`src/core/frc_defs.svh`:
```
// Register map, field positions, reset values and timing constants for the fault relay.
// Assumes a 32-bit APB bus and a 50 MHz system clock.
`ifndef FRC_DEFS_SVH
`define FRC_DEFS_SVH

// Register byte offsets
`define FRC_OFF_CTRL      12'h000
`define FRC_OFF_PORTS     12'h004
`define FRC_OFF_RESET_T   12'h008
`define FRC_OFF_HOLD_T    12'h00C
`define FRC_OFF_ON_T      12'h010
`define FRC_OFF_OFF_T     12'h014
`define FRC_OFF_STATUS    12'h018
`define FRC_OFF_IRQ_STAT  12'h01C
`define FRC_OFF_IRQ_MASK  12'h020
`define FRC_OFF_CLEAR     12'h024

// Control field positions
`define FRC_CTRL_POWER_EN  0
`define FRC_CTRL_PSEL_LO   1
`define FRC_CTRL_PSEL_HI   2
`define FRC_CTRL_LINK_EN   3
`define FRC_CTRL_RING_EN   4
`define FRC_CTRL_PING_EN   5
`define FRC_CTRL_PRST_EN   6
`define FRC_CTRL_DRY_EN    7
`define FRC_CTRL_DI_EN     8
`define FRC_CTRL_DI_HIGH   9
`define FRC_CTRL_W         10

// Power source selection codes
`define FRC_PSEL_ONE       2'h1
`define FRC_PSEL_TWO       2'h2
`define FRC_PSEL_ANY       2'h3

// Cause bit positions (status bits 7:1 hold them shifted by one)
`define FRC_C_POWER        0
`define FRC_C_LINK         1
`define FRC_C_RING         2
`define FRC_C_PING         3
`define FRC_C_PRST         4
`define FRC_C_DRY          5
`define FRC_C_DI           6
`define FRC_NCAUSE         7
`define FRC_IRQ_RELAY      7
`define FRC_NIRQ           8

// Reset values and the seconds counter limit
`define FRC_CTRL_RST       10'h000
`define FRC_TIME_RST       16'h0000
`define FRC_SECS_MAX       16'hFFFF

// Timing: one second of a 20 ns clock
`define FRC_SEC_NS         1000000000
`define FRC_CLK_NS         20
`define FRC_TICK_CYCLES    (`FRC_SEC_NS / `FRC_CLK_NS)

`endif

```
`src/core/frc_pkg.sv`:
```
// Types shared by the fault relay design files.
// Assumes frc_defs.svh supplies the field widths.
`include "frc_defs.svh"

package frc_pkg;

	typedef enum logic [5:0] {
		FRC_ST_IDLE    = 6'h01,
		FRC_ST_RUN     = 6'h02,
		FRC_ST_OPEN    = 6'h04,
		FRC_ST_HOLD    = 6'h08,
		FRC_ST_DRY_ON  = 6'h10,
		FRC_ST_DRY_OFF = 6'h20
	} frc_state_t;

	typedef struct packed {
		frc_state_t                 st;
		logic [`FRC_CTRL_W-1:0]     ctrl;
		logic [31:0]                port_mask;
		logic [15:0]                reset_time;
		logic [15:0]                hold_time;
		logic [15:0]                on_period;
		logic [15:0]                off_period;
		logic [15:0]                secs;
		logic                       ring_latch;
		logic                       relay;
		logic [`FRC_NCAUSE-1:0]     cause;
		logic [`FRC_NIRQ-1:0]       irq_stat;
		logic [`FRC_NIRQ-1:0]       irq_mask;
		logic [31:0]                prdata;
		logic                       pslverr;
	} frc_regs_t;

	typedef struct packed {
		logic [25:0] cnt;
		logic        tick;
	} frc_tick_t;

endpackage

```
`src/core/frc_tick_if.sv`:
```
// Carrier between the relay controller and its seconds prescaler.
// Assumes both ends run on the same system clock.
`timescale 1ns/1ns
`default_nettype none

interface frc_tick_if;
	logic restart;
	logic tick;

	modport ctrl (output restart, input tick);
	modport gen  (input restart, output tick);
endinterface

`default_nettype wire

```
`src/core/frc_tick.sv`:
```
// One-second tick prescaler for the fault relay timers.
// Assumes a free-running system clock; restart realigns the second.
`timescale 1ns/1ns
`default_nettype none
`include "frc_defs.svh"

module frc_tick #(
	parameter int unsigned TICK_CYCLES = `FRC_TICK_CYCLES
) (
	// Clock and reset
	input  wire logic clock_i,
	input  wire logic srst_i,
	// Tick carrier
	frc_tick_if.gen   tk
);
	import frc_pkg::*;

	frc_tick_t r_reg;
	frc_tick_t r_next;

	always_comb begin
		r_next      = r_reg;
		r_next.tick = 1'b0;
		// Realign so a freshly entered period lasts whole seconds
		if (tk.restart) begin
			r_next.cnt = 26'h0000000;
		end else if (r_reg.cnt >= 26'(TICK_CYCLES - 1)) begin
			r_next.cnt  = 26'h0000000;
			r_next.tick = 1'b1;
		end else begin
			r_next.cnt = r_reg.cnt + 26'h0000001;
		end
	end

	always_ff @(posedge clock_i) begin
		if (srst_i) begin
			r_reg <= '0;
		end else begin
			r_reg <= r_next;
		end
	end

	assign tk.tick = r_reg.tick;
endmodule

`default_nettype wire

```
`src/core/frc_top.sv`:
```
// Fault relay controller: binds fault sources to one alarm relay, with
// ping reset and dry output modes, APB registers and one interrupt.
// Assumes all status inputs are synchronous to clock_i.
//
// Design decisions made here: the APB register port and the address map.
`timescale 1ns/1ns
`default_nettype none
`include "frc_defs.svh"

// Function
// - Relay contact open normally, closed while an enabled fault is present.
// - Several sources may be enabled together; any one closes the relay.
// - Power source watches supply one, supply two, or either supply.
// - Each port selected for monitoring closes the relay on link down.
// - Enabled ring source closes the relay on a topology change notice.
// - Enabled ping source closes the relay when the target stops answering.
// - Ping reset mode keeps the contact closed while the remote answers.
// - On ping failure, open the contact for reset time seconds, then close.
// - After re-closing, wait the hold time before pinging again.
// - Dry output alternates closed for on period, open for off period.
// - Periods are whole seconds, zero to 65535, on a 16-bit counter.
// - Digital input source fires on low or high input level as chosen.
// - Report relay state and which event types are causing it.
module frc_top #(
	parameter int unsigned NPORTS      = 10,
	parameter int unsigned TICK_CYCLES = `FRC_TICK_CYCLES
) (
	// Clock and reset
	input  wire logic              clock_i,
	input  wire logic              srst_i,
	// APB slave
	input  wire logic              psel_i,
	input  wire logic              penable_i,
	input  wire logic              pwrite_i,
	input  wire logic [11:0]       paddr_i,
	input  wire logic [31:0]       pwdata_i,
	output logic                   pready_o,
	output logic [31:0]            prdata_o,
	output logic                   pslverr_o,
	// Fault sources
	input  wire logic              supply_one_fail_i,
	input  wire logic              supply_two_fail_i,
	input  wire logic [NPORTS-1:0] link_up_i,
	input  wire logic              ring_change_i,
	input  wire logic              ping_fail_i,
	input  wire logic              digital_input_i,
	// Outputs
	output logic                   ping_enable_o,
	output logic                   relay_close_o,
	output logic                   irq_o
);
	import frc_pkg::*;

	frc_regs_t r_reg;
	frc_regs_t r_next;

	frc_tick_if tk ();

	frc_tick #(
		.TICK_CYCLES (TICK_CYCLES)
	) u_tick (
		.clock_i (clock_i),
		.srst_i  (srst_i),
		.tk      (tk)
	);

	// Per-port link fault
	logic [NPORTS-1:0] link_hit;

	genvar gi;
	generate
		for (gi = 0; gi < NPORTS; gi++) begin : g_link
			assign link_hit[gi] = r_reg.port_mask[gi] & ~link_up_i[gi];
		end
	endgenerate

	// Decoded control fields
	logic       power_en;
	logic [1:0] power_sel;
	logic       link_en;
	logic       ring_en;
	logic       ping_en;
	logic       prst_en;
	logic       dry_en;
	logic       di_en;
	logic       di_high;

	assign power_en  = r_reg.ctrl[`FRC_CTRL_POWER_EN];
	assign power_sel = r_reg.ctrl[`FRC_CTRL_PSEL_HI:`FRC_CTRL_PSEL_LO];
	assign link_en   = r_reg.ctrl[`FRC_CTRL_LINK_EN];
	assign ring_en   = r_reg.ctrl[`FRC_CTRL_RING_EN];
	assign ping_en   = r_reg.ctrl[`FRC_CTRL_PING_EN];
	assign prst_en   = r_reg.ctrl[`FRC_CTRL_PRST_EN];
	assign dry_en    = r_reg.ctrl[`FRC_CTRL_DRY_EN];
	assign di_en     = r_reg.ctrl[`FRC_CTRL_DI_EN];
	assign di_high   = r_reg.ctrl[`FRC_CTRL_DI_HIGH];

	// Timed mode phases, shared by cause bits, status and the ping gate
	logic in_run;
	logic in_prst;
	logic in_dry_on;

	assign in_run    = r_reg.st == FRC_ST_RUN;
	assign in_prst   = (r_reg.st == FRC_ST_OPEN) | (r_reg.st == FRC_ST_HOLD);
	assign in_dry_on = r_reg.st == FRC_ST_DRY_ON;

	// Bus strobes
	logic wr_acc;
	logic rd_setup;

	assign wr_acc   = psel_i & penable_i & pwrite_i;
	assign rd_setup = psel_i & ~penable_i;

	// Combinational helpers
	logic                   power_hit;
	logic                   di_hit;
	logic [`FRC_NCAUSE-1:0] cause_now;
	logic                   mode_close;
	logic                   restart;
	logic                   secs_done_reset;
	logic                   secs_done_hold;
	logic                   secs_done_on;
	logic                   secs_done_off;
	logic [`FRC_NIRQ-1:0]   irq_events;
	logic [`FRC_NIRQ-1:0]   irq_w1c;
	logic                   ring_clr;
	logic [31:0]            rd_word;
	logic                   rd_bad;

	always_comb begin
		case (power_sel)
			`FRC_PSEL_ONE: power_hit = supply_one_fail_i;
			`FRC_PSEL_TWO: power_hit = supply_two_fail_i;
			`FRC_PSEL_ANY: power_hit = supply_one_fail_i | supply_two_fail_i;
			default:       power_hit = 1'b0;
		endcase
	end

	// Low setting fires while the input is off, high while it is on
	assign di_hit = di_high ? digital_input_i : ~digital_input_i;

	assign secs_done_reset = r_reg.secs >= r_reg.reset_time;
	assign secs_done_hold  = r_reg.secs >= r_reg.hold_time;
	assign secs_done_on    = r_reg.secs >= r_reg.on_period;
	assign secs_done_off   = r_reg.secs >= r_reg.off_period;

	// Relay closing contribution of the timed modes
	always_comb begin
		case (r_reg.st)
			FRC_ST_RUN:     mode_close = 1'b1;
			FRC_ST_HOLD:    mode_close = 1'b1;
			FRC_ST_DRY_ON:  mode_close = 1'b1;
			FRC_ST_OPEN:    mode_close = 1'b0;
			FRC_ST_DRY_OFF: mode_close = 1'b0;
			default:        mode_close = 1'b0;
		endcase
	end

	always_comb begin
		cause_now                = '0;
		cause_now[`FRC_C_POWER]  = power_en & power_hit;
		cause_now[`FRC_C_LINK]   = link_en & (|link_hit);
		cause_now[`FRC_C_RING]   = r_reg.ring_latch;
		cause_now[`FRC_C_PING]   = ping_en & ping_fail_i;
		cause_now[`FRC_C_PRST]   = in_prst;
		cause_now[`FRC_C_DRY]    = in_dry_on;
		cause_now[`FRC_C_DI]     = di_en & di_hit;
	end

	// Only faults feed the contact; timed-mode cause bits just report,
	// fed in they would keep the contact shut through the open phase
	logic fault_close;

	assign fault_close = cause_now[`FRC_C_POWER] | cause_now[`FRC_C_LINK]
		| cause_now[`FRC_C_RING] | cause_now[`FRC_C_PING] | cause_now[`FRC_C_DI];

	// Relay, causes, state and seconds in one read-only word
	logic [31:0] status_word;

	assign status_word = {r_reg.secs, 2'h0, r_reg.st, r_reg.cause, r_reg.relay};

	// Register read mux
	always_comb begin
		rd_word = 32'h00000000;
		rd_bad  = 1'b0;
		case (paddr_i)
			`FRC_OFF_CTRL:     rd_word[`FRC_CTRL_W-1:0] = r_reg.ctrl;
			`FRC_OFF_PORTS:    rd_word = r_reg.port_mask;
			`FRC_OFF_RESET_T:  rd_word[15:0] = r_reg.reset_time;
			`FRC_OFF_HOLD_T:   rd_word[15:0] = r_reg.hold_time;
			`FRC_OFF_ON_T:     rd_word[15:0] = r_reg.on_period;
			`FRC_OFF_OFF_T:    rd_word[15:0] = r_reg.off_period;
			`FRC_OFF_STATUS:   rd_word = status_word;
			`FRC_OFF_IRQ_STAT: rd_word[`FRC_NIRQ-1:0] = r_reg.irq_stat;
			`FRC_OFF_IRQ_MASK: rd_word[`FRC_NIRQ-1:0] = r_reg.irq_mask;
			`FRC_OFF_CLEAR:    rd_word = 32'h00000000;
			default:           rd_bad = 1'b1;
		endcase
	end

	always_comb begin
		r_next     = r_reg;
		restart    = 1'b0;
		irq_w1c    = '0;
		ring_clr   = 1'b0;
		irq_events = '0;

		// Register writes, taken in the access phase
		if (wr_acc) begin
			case (paddr_i)
				`FRC_OFF_CTRL:     r_next.ctrl = pwdata_i[`FRC_CTRL_W-1:0];
				`FRC_OFF_PORTS:    r_next.port_mask = pwdata_i & 32'((64'h1 << NPORTS) - 64'h1);
				`FRC_OFF_RESET_T:  r_next.reset_time = pwdata_i[15:0];
				`FRC_OFF_HOLD_T:   r_next.hold_time = pwdata_i[15:0];
				`FRC_OFF_ON_T:     r_next.on_period = pwdata_i[15:0];
				`FRC_OFF_OFF_T:    r_next.off_period = pwdata_i[15:0];
				`FRC_OFF_IRQ_STAT: irq_w1c = pwdata_i[`FRC_NIRQ-1:0];
				`FRC_OFF_IRQ_MASK: r_next.irq_mask = pwdata_i[`FRC_NIRQ-1:0];
				`FRC_OFF_CLEAR:    ring_clr = pwdata_i[0];
				default:           ;
			endcase
		end

		// Read data and error are caught in the setup phase
		if (rd_setup) begin
			r_next.prdata  = pwrite_i ? 32'h00000000 : rd_word;
			r_next.pslverr = rd_bad;
		end

		// A topology change stays latched until software clears it
		if (!ring_en || ring_clr) begin
			r_next.ring_latch = 1'b0;
		end
		if (ring_en && ring_change_i) begin
			r_next.ring_latch = 1'b1;
		end

		// Seconds counter, saturating so a stalled state cannot wrap
		if (tk.tick && r_reg.secs != `FRC_SECS_MAX) begin
			r_next.secs = r_reg.secs + 16'h0001;
		end

		// Timed mode sequencer; ping reset wins over dry output
		case (r_reg.st)
			FRC_ST_IDLE: begin
				if (prst_en) begin
					r_next.st = FRC_ST_RUN;
				end else if (dry_en) begin
					r_next.st = FRC_ST_DRY_ON;
					restart   = 1'b1;
				end
			end
			FRC_ST_RUN: begin
				if (!prst_en) begin
					r_next.st = FRC_ST_IDLE;
				end else if (ping_fail_i) begin
					r_next.st = FRC_ST_OPEN;
					restart   = 1'b1;
				end
			end
			FRC_ST_OPEN: begin
				if (!prst_en) begin
					r_next.st = FRC_ST_IDLE;
				end else if (secs_done_reset) begin
					r_next.st = FRC_ST_HOLD;
					restart   = 1'b1;
				end
			end
			FRC_ST_HOLD: begin
				if (!prst_en) begin
					r_next.st = FRC_ST_IDLE;
				end else if (secs_done_hold) begin
					r_next.st = FRC_ST_RUN;
				end
			end
			FRC_ST_DRY_ON: begin
				if (!dry_en || prst_en) begin
					r_next.st = FRC_ST_IDLE;
				end else if (secs_done_on) begin
					r_next.st = FRC_ST_DRY_OFF;
					restart   = 1'b1;
				end
			end
			FRC_ST_DRY_OFF: begin
				if (!dry_en || prst_en) begin
					r_next.st = FRC_ST_IDLE;
				end else if (secs_done_off) begin
					r_next.st = FRC_ST_DRY_ON;
					restart   = 1'b1;
				end
			end
			default: begin
				r_next.st = FRC_ST_IDLE;
			end
		endcase

		// Restart wins over the tick so the new period starts from zero
		if (restart) begin
			r_next.secs = 16'h0000;
		end

		// Faults OR the mode contact; either one closes the relay
		r_next.relay = fault_close | mode_close;
		r_next.cause = cause_now;

		// Interrupt events: a cause starting, or the relay changing
		irq_events[`FRC_NCAUSE-1:0] = cause_now & ~r_reg.cause;
		irq_events[`FRC_IRQ_RELAY]  = r_next.relay ^ r_reg.relay;
		// Set wins over a clear in the same cycle
		r_next.irq_stat = (r_reg.irq_stat & ~irq_w1c) | irq_events;
	end

	always_ff @(posedge clock_i) begin
		if (srst_i) begin
			r_reg            <= '0;
			r_reg.st         <= FRC_ST_IDLE;
			r_reg.ctrl       <= `FRC_CTRL_RST;
			r_reg.reset_time <= `FRC_TIME_RST;
			r_reg.hold_time  <= `FRC_TIME_RST;
			r_reg.on_period  <= `FRC_TIME_RST;
			r_reg.off_period <= `FRC_TIME_RST;
			r_reg.relay      <= 1'b0;
		end else begin
			r_reg <= r_next;
		end
	end

	assign tk.restart = restart;

	// Ping only once the contact feeds the remote again; pinging it
	// unpowered would read as a fresh failure and restart the cycle
	logic ping_gate;

	assign ping_gate = prst_en & in_run & r_reg.relay;

	// Zero-wait slave: every access completes in its first access cycle
	assign pready_o      = 1'b1;
	assign prdata_o      = r_reg.prdata;
	assign pslverr_o     = r_reg.pslverr & psel_i & penable_i;
	assign relay_close_o = r_reg.relay;
	assign ping_enable_o = ping_en | ping_gate;
	assign irq_o         = |(r_reg.irq_stat & r_reg.irq_mask);
endmodule

`default_nettype wire

```
`config.mk`:
```
export PLATFORM = sky130hd
export DESIGN_NAME = frc_top
export DESIGN_NICKNAME = d
export VERILOG_FILES = /design/src/core/frc_pkg.sv /design/src/core/frc_tick_if.sv /design/src/core/frc_tick.sv /design/src/core/frc_top.sv
export VERILOG_INCLUDE_DIRS = /design/src /design/src/core
export SDC_FILE = /design/constraint.sdc
export NUM_CORES = 1
export LEC_CHECK = 0
export ABC_AREA = 0
export BUFFER_PORTS_ARGS = -buffer_cell sky130_fd_sc_hd__buf_2
export CORE_MARGIN = 2
export CORE_UTILIZATION = 30
export CTS_CLUSTER_DIAMETER = 120
export DETAILED_ROUTE_END_ITERATION = 6
export PLACE_DENSITY = 0.45
export SLEW_MARGIN = 20
export SYNTH_ARGS = -nofsm -noshare
export SYNTH_HDL_FRONTEND = slang
export SYNTH_SLANG_ARGS = --single-unit
export TNS_END_PERCENT = 100
```
`constraint.sdc`:
```
create_clock -name clock_i -period 4.6 [get_ports clock_i]
set_input_delay 0.23 -clock clock_i [delete_from_list [all_inputs] [get_ports clock_i]]
set_output_delay 0.23 -clock clock_i [all_outputs]
set_load 0.005 [all_outputs]
```
* Word level (Yosys, flattened, before mapping) *
Cells that the tools add are included.

storage, ports and cells
  flip-flop bits (word level) = 191
  latch bits = 0
  bits in writable memories = 0
  ROM bits = 0
  input port bits = 64
  output and inout bits = 37
  word-level logic and storage cells = 159
  memories = 0

operators by class
  $add $sub $neg = 2
  multipliers = 0
  divide/modulo/power cells = 0
  order comparisons = 5
  equality and inequality tests = 25
  shift-type cells = 0
  mux-type cells = 40
  bitwise gates (word level) = 48
  reductions and logical operators = 22

operators with widths
  cell                                             count
  2-to-1 mux 6 bit                                 12
  case mux 8 bit (9 select lines)                  1
  >= comparator 16 bit                             4
  == test 12 x 5 -> 1 bit (second input constant)  4
  case mux 6 bit (6 select lines)                  1
  2-to-1 mux 32 bit                                1
  case mux 6 bit (5 select lines)                  1
  adder 26 x 1 -> 26 bit (second input constant)   1
  >= comparator 26 bit (second input constant)     1
  == test 12 x 4 -> 1 bit (second input constant)  2
  == test 12 x 6 -> 1 bit (second input constant)  2
  bitwise AND 1 bit                                21
  OR reduction 10 bit                              2
  2-to-1 mux 1 bit                                 18
  adder 16 x 1 -> 16 bit (second input constant)   1
  bitwise AND 8 bit                                2
  2-to-1 mux 16 bit                                1
  2-to-1 mux 8 bit                                 2
  != test 16 bit (second input constant)           1
  != test 3 bit (second input constant)            5
  case mux 2 bit (7 select lines)                  1
  AND reduction 2 bit                              7
  == test 12 x 3 -> 1 bit (second input constant)  1
  zero test 12 bit                                 1
  26 further kinds                                 49

* Logic depth before layout (Yosys ltp) *
Gate-level depths: netlist of run 1.

  word-level depth = 11
  mapped depth = 9
  depth with buffers taken out = 8

* Hierarchy *
A second synthesis of run 1 with hierarchy kept.

unflattened totals
  cells, all modules = 1317
  area total of the unflattened synthesis = 10502.6 µm²

by module, submodules not included
  module    times used  cells an instance  area an instance (µm²)  sequential area each (µm²)
  frc_top   1           1161               9117.5                  3283.1
  frc_tick  1           156                1385.1                  540.5

* Least setup slack after synthesis of run 1 *
No wires, ideal clock.

  path kind = register -> register
  from = register r_reg[71] (netlist bit)
  to = register u_tick.r_reg[10] (netlist bit)
  library setup time = 0.127 ns
  arrival time = 2.161 ns
  required time = 4.473 ns
  setup slack = 2.312 ns
  cell stages (with the launch flop) = 9
  path buffers = 1
  clock period less this slack = 2.288 ns
  path through = dfxtp_1 ha_1 and4_1 nand3_1 a211oi_1 a21oi_1 nor3_1 buf_2 nor4_2

between the ends
  word-level cells in the longest chain between the ends = 5
  elaborated cells on any way between the ends = 11
  classes of those cells = 3 x order compare; 7 x mux; 1 x reduce/logical

RTL lines
  what                                            line                                            RTL
  from (decl)                                     frc_top.sv:54                                   frc_regs_t r_reg;
  from (signal assigned)                          frc_top.sv:324                                  r_reg <= r_next;
  >= comparator 16 bit, on equally long branches  frc_top.sv:145, frc_top.sv:142, frc_top.sv:144
  2-to-1 mux 1 bit, on equally long branches      frc_top.sv:287, frc_top.sv:264, frc_top.sv:279
  2-to-1 mux 1 bit, on equally long branches      frc_top.sv:285, frc_top.sv:262, frc_top.sv:277
  case mux 1 bit (5 select lines) *               frc_top.sv:244                                  case (r_reg.st)
  OR reduction 3 bit (no source line) *           --
  to (signal assigned)                            frc_tick.sv:39                                  r_reg <= r_next;
  to (decl)                                       frc_tick.sv:18                                  frc_tick_t r_reg;

Mark *: on every way between the ends. The rest lies on a longest branch, timed or not.
A chain may end at the register's enable or synchronous reset.

* Worst setup path after layout of run 1 *
  from = register r_reg[58] (netlist bit)
  to = register u_tick.r_reg[2] (netlist bit)

Same word-level chain as after synthesis.

==> results.py, run 1 <==
metrics = {
    "worst_setup_path": {
        "cpPeakStageDelay_ns": 0.65,
        "arrival_ns": 3.57,
        "endpoint_kind": "flop",
        "setup.worst_path.start_class": "flop",
        "cp_data_required_time_ns": 4.91,
        "crit_type": "flop to flop",
        "crit_family": "compound AO/OA/AOI/OAI gates",
        "worstPathCellList": "inv_1, ha_1, o211ai_1, a2111oi_0, o2111ai_1, a41oi_4, buf_4, nor4_1",
        "crit_buf_inv": 2,
        "cp_max_fo": 43,
        "cp_slowest_cell": "a2111oi_0",
    },
    "logic_synthesis": {
        "synthXorXnorAreaFrac": 0.0336,
        "ys_top_cells_by_area": "dfxtp_1 36%, nand2_1 7.9%, ha_1 7.7%",
        "synthesis.nets": 1453,
        "yosys_register_bits": 191,
        "synth_top_family_by_area": "simple AND/OR/NAND/NOR gates",
        "yosysTopAreaCellShare": 0.358,
        "ys_async_sr_fraction": 0,
        "synth_warnings": 0,
        "synth.avg_cell_area_sq_um": 8.07,
        "ys_types": 69,
        "synthMuxAreaShare": 0.0434,
        "synthCells": 1323,
        "netlist_area_sq_um": 10700,
        "synth_compound_area_frac": 0.154,
        "yosysMostFrequentCell": "nand2_1",
        "synth_ff_type": "dfxtp_1",
        "synthSimpleGateAreaFrac": 0.250,
        "synth_common_cells": "225 x nand2_1, 191 x dfxtp_1, 122 x a21oi_1, 88 x nor2_1, 74 x inv_1",
        "synth_fa_ha_area_frac": 0.0773,
        "seq_area_frac_synth": 0.358,
        "synth_area_leader_cell": "dfxtp_1",
        "synth_edf_count": 0,
    },
    "route": {
        "routedWlPerCell_um": 20.0,
        "top_layer": "met4",
        "wl_met3_um": 1720,
        "ant_nets": 0,
        "drt-met1-wl_um": 17600,
        "wl_met2_um": 16300,
        "drt-vias-per-instance": 5.19,
        "wl_um": 36300,
        "vias": 9385,
        "drcViolationCount": 0,
        "drtPass1Iterations": 5,
        "drt_iter0_drc": 598,
    },
    "global_routing": {
        "grt_max_degree": 78,
        "grtUsageTotal": 0.199,
        "grt_antenna_before_repair": 0,
        "grt.overflow.total": 0,
        "grt_pass1_vias": 8786,
        "grt_pass1_wl_um": 54800,
    },
    "pwr": {
        "p_leak_nw": 4.36,
        "p_switching_mw": 0.851,
        "pwr-share-seq": 0.507,
        "p_int_mw": 2.42,
        "p_comb_frac": 0.046,
        "ir_worst_vdd_uv": 279,
        "switching_share": 0.260,
        "pwr-share-clk": 0.447,
        "finalPower_mw": 3.27,
        "p_per_area_nw_per_um2": 277,
    },
    "clock_tree": {
        "cts_buffer_depth": 2,
        "cts.sinks": 191,
        "clk_latency_ns": 0.46,
        "cts_tree": "built",
        "cts_made_buffers": 17,
        "cts_root_buf": "clkbuf_16",
        "cts_resized": 0,
        "hold_buffers": 0,
        "htreeDepth": 4,
        "clkTransAtPathRegs_ns": 0.08,
        "cts_setup_buffers": 0,
    },
    "layout": {
        "drive_gt1_frac": 0.126,
        "nets": 1465,
        "multi_input_area_sq_um": 5980,
        "seq_area_sq_um": 3820,
        "fillers": 3792,
        "largest_reg_flops": 121,
        "synthToLayoutAreaGrowth_pct": 10.5,
        "stdcell_area_sq_um": 11800,
        "finalCoreUtilization": 0.334,
        "antenna_cells": 0,
    },
    "timing": {
        "rsz0062_at_grt": "no",
        "slew-limit-headroom": 0.282,
        "fin_crit_ns": 3.25,
        "final_hold_viol_count": 0,
        "fin_crit_sh": 0.707,
        "setup_viol": 0,
        "worst_slack_ns": 1.35,
        "fmax_mhz": 308,
        "setup_tns_ns": 0,
        "finClkSkew_ns": 0.0123,
        "tightestPinTransition_ns": 1.07,
        "slew_violations": 0,
    },
    "place": {
        "pre_cts_slack_ns": 1.44,
        "portBuffers": 83,
        "routabilityCongestion": 0.902,
        "dpl.hpwl_um": 25800,
        "placement.cell_area_sq_um": 11200,
    },
    "die": {
        "initial_core_util": 0.302,
        "core-area_sq_um": 35300,
        "die_x_um": 193,
        "ios": 101,
        "die_y_um": 193,
        "rows": 69,
        "dieArea_sq_um": 37100,
    },
    "worst_hold_path": {
        "hold_path_class": "primary input to flop",
    },
    "status": {
        "status": "finished, final reports clean",
    },
    "flow_run": {
        "maxCapViolations": 0,
    },
}
==> tightest hold or removal path, delay by kind of cell <==
kind                   cells  cell delay [ns]
buffers and inverters      1             0.13
AO/OA/AOI/OAI              1             0.05
AND/OR/NAND/NOR            1             0.06
==> final timing paths <==
check	start	end	slack, ns	depth (start not counted)
max	r_reg[58]$_SDFFE_PP0P_	u_tick.r_reg[2]$_SDFF_PP0_	1.35	8
min	pwdata_i[15]	r_reg[105]$_SDFFE_PP0P_	0.07	3
max reg2reg	r_reg[58]$_SDFFE_PP0P_	u_tick.r_reg[2]$_SDFF_PP0_	1.35	8
min reg2reg	prdata_o[6]$_SDFFE_PP0P_	prdata_o[6]$_SDFFE_PP0P_	0.44	2
==> placed cells by master (no fill, tap or decap), types with 3 or more instances in the layout <==
cell type	netlist	routed
or2_2	4	4
nor2b_1	7	7
a221o_1	3	3
ha_1	66	66
o22ai_1	6	6
buf_2	16	82
a211oi_1	7	7
mux4_2	5	5
nand2b_1	12	12
dfxtp_1	191	191
o211ai_1	7	7
a22oi_1	28	28
a221oi_1	4	4
mux2i_1	35	35
o21ai_0	29	29
nand2_1	225	225
buf_4	36	23
inv_1	74	74
nor3b_1	4	4
o21a_1	7	7
and4_1	14	14
o2111ai_1	4	4
nand4_1	16	16
clkinv_4	0	4
xnor2_1	18	18
nor3_1	19	18
nor2_1	88	88
and3_1	16	16
nor3_2	2	3
nor4_1	39	39
a21oi_1	122	122
a22o_1	13	13
clkbuf_16	0	17
inv_6	0	5
nor4_2	10	10
a31oi_1	9	9
nand3_1	58	58
and2_1	8	8
a2bb2oi_1	3	3
xor2_1	23	23
==> cell families (layout without fill, tap and decap cells) <==
| family | count (synthesis) | after routing |
|---|---|---|
| AO/OA/AOI/OAI | 260 | 260 |
| XOR/XNOR | 41 | 41 |
| adder cells (fa/ha/maj) | 66 | 66 |
| buffers and inverters | 186 | 211 |
| flip-flops | 191 | 191 |
| multiplexers | 40 | 40 |
| other | 1 | 1 |
| AND/OR/NAND/NOR | 538 | 538 |
==> cell type report <==
cell class,instances,area share
timing repair buffer,105,0.0494
clock buffer,18,0.0372
clock inverter,14,0.0103
inverter,74,0.0235
tap,461,0.0489
multi-input combinational,946,0.507
sequential,191,0.324
==> per-stage QoR <==
stage / hold WS (ns) / instances
floorplan: 0.366 / 1323
global placement: 0.429 / 1777
detailed placement: 0.430 / 1777
CTS: 0.0451 / 1809
global route: 0.0603 / 1809
finish: 0.0658 / 1809
==> per-layer routing <==
layer | GRT usage | vias to the layer above
met5 | 0 | -
met4 | 0.0549 | 0
met3 | 0.0436 | 32
met2 | 0.313 | 222
met1 | 0.274 | 4500
li1 | - | 4631
==> power groups by stage <==
stage | registers [mW] | logic (mW) | clock network (mW)
5_1_grt | 1.66 | 0.159 | 1.56
3_5_place_dp | 1.70 | 0.149 | 0
4_1_cts | 1.66 | 0.149 | 1.50
3_3_place_gp | 1.70 | 0.148 | 0
6_report | 1.66 | 0.149 | 1.46
2_1_floorplan | 1.70 | 0.0797 | 0
Power figures use the tool's default switching activity.
==> inputs of run 2 (changes only) <==
- PLACE_DENSITY: 0.45 -> 0.47
- clock period: 4.6 -> 2.87 ns (I/O delays scaled with it)
==> results.py, run 2 (synthesized netlist as in run 1, its figures left out) <==
metrics = {
    "status": {
        "status": "finished, final reports clean",
    },
    "die": {
        "initial_core_util": 0.302,
        "die_x_um": 193,
        "rows": 69,
        "dieArea_sq_um": 37100,
        "die_y_um": 193,
        "ios": 101,
        "core-area_sq_um": 35300,
    },
    "worst_hold_path": {
        "hold_path_class": "primary input to flop",
        "hold_depth": 3,
        "holdCritStartpoint": "pwdata_i[8]",
    },
    "route": {
        "routedWlPerCell_um": 19.5,
        "drt_iter0_drc": 659,
        "drcViolationCount": 0,
        "wl_um": 35800,
        "ant_nets": 0,
        "drtPass1Iterations": 6,
        "vias": 9593,
        "drt-vias-per-instance": 5.21,
    },
    "worst_setup_path": {
        "worstRegToRegCells": 8,
        "cp-startpoint": "r_reg[58]$_SDFFE_PP0P_",
        "crit_type": "flop to flop",
        "setup.worst_path.start_class": "flop",
        "cp_data_required_time_ns": 3.20,
        "arrival_ns": 3.11,
        "endpoint_kind": "flop",
        "reg2reg_from": "r_reg[58]$_SDFFE_PP0P_",
        "cp_max_fo": 43,
    },
    "timing": {
        "setup_tns_ns": 0,
        "hold_slack_ns": 0.0309,
        "final_hold_viol_count": 0,
        "fmax_mhz": 360,
        "slew-limit-headroom": 0.534,
        "rsz0062_at_grt": "no",
        "setup_viol": 0,
        "fin_crit_sh": 0.968,
        "finClkSkew_ns": 0.0119,
        "tightestPinTransition_ns": 0.698,
        "slew_violations": 0,
        "fin_crit_ns": 2.78,
    },
    "clock_tree": {
        "clkTransAtPathRegs_ns": 0.08,
        "cts_root_buf": "clkbuf_16",
        "clk_latency_ns": 0.46,
        "cts_tree": "built",
        "cts.sinks": 191,
        "cts_buffer_depth": 2,
        "htreeDepth": 4,
        "cts_made_buffers": 17,
    },
    "layout": {
        "drive_gt1_frac": 0.139,
        "nets": 1496,
        "largest_reg_flops": 121,
        "final_cell_mix": "225 x nand2_1, 191 x dfxtp_1, 122 x a21oi_1",
        "antenna_cells": 0,
        "synthToLayoutAreaGrowth_pct": 13.5,
        "mostFrequentLayoutCell": "nand2_1",
    },
    "global_routing": {
        "grtUsageTotal": 0.196,
        "grt_pass1_wl_um": 54600,
        "grt_antenna_before_repair": 0,
        "grt_pass1_vias": 9076,
        "grt_max_degree": 59,
        "grt.overflow.total": 0,
    },
    "place": {
        "dpl.hpwl_um": 26600,
        "routabilityCongestion": 0.874,
        "portBuffers": 83,
    },
    "pwr": {
        "ir_worst_vdd_uv": 417,
        "p_per_area_nw_per_um2": 445,
        "p_leak_nw": 4.54,
    },
    "flow_run": {
        "maxCapViolations": 0,
    },
}
run 2: cell count changes in the layout (fill, tap and decap cells not counted), sizes merged:
| cell | delta |
|---|---|
| buf | +24 |
| dlygate4sd3 | +7 |
| bufinv | +2 |
| inv | -2 |
| clkbuf | +1 |
| clkinv | -1 |
run 2: final timing paths:
| path | to | slack (ns) |
|---|---|---|
| worst max-delay path | u_tick.r_reg[17]$_SDFF_PP0_ | 0.09 |
| worst max register to register | u_tick.r_reg[17]$_SDFF_PP0_ | 0.09 |
| worst min-delay path | r_reg[98]$_SDFFE_PP0P_ | 0.03 |
| worst min register to register | prdata_o[14]$_SDFFE_PP0P_ | 0.45 |
run 2: power breakdown:
| group | switching (mW) | internal (mW) | leakage (nW) |
|---|---|---|---|
| clock network | 1.17 | 1.31 | 0.282 |
| registers | 0.00619 | 2.65 | 1.54 |
| logic | 0.175 | 0.0742 | 2.72 |
run 2: routing by layer:
layer | share of wire | vias to the layer above | GRT usage | wire length (um)
met2 | 0.45 | 266 | 0.317 | 16200
met3 | 0.045 | 51 | 0.0313 | 1600
met5 | 0 | - | 0 | 0
met1 | 0.48 | 4565 | 0.267 | 17200
met4 | 0.021 | 0 | 0.0584 | 739
li1 | - | 4711 | - | -
run 2: repair_timing:
action / CTS / global route
buffers inserted: 0 / 0
hold endpoints to repair: 23 / 0
resized for setup: 0 / 0
hold buffers: 7 / 0
run 2: cell type report:
type	instances	area, sq um
Clock buffer	19	433
Clock inverter	13	155
Fill cell	3759	23200
Inverter	74	278
Multi-Input combinational cell	946	5980
Sequential cell	191	3820
Tap cell	461	577
Timing Repair Buffer	136	871
run 2: metrics by stage:
stage	instances	setup slack, ns	instance area, sq um	utilization	power (mW)
global route	1840	0.0186	12100	0.343	5.55
detailed placement	1801	0.199	11500	0.325	2.96
finish	1840	0.0911	12100	0.343	5.39
global placement	1801	0.185	11500	0.325	2.96
floorplan	1323	0.582	10700	-	2.85
CTS	1840	0.145	12100	0.343	5.44
run 2: worst max-delay path, cell delays in order (launching register included):
cell	delay [ns]
dfxtp_1	0.39
inv_1	0.18
ha_1	0.33
o211ai_1	0.09
a2111oi_0	0.60
o2111ai_1	0.38
a41oi_4	0.32
buf_12	0.26
nor4_1	0.08
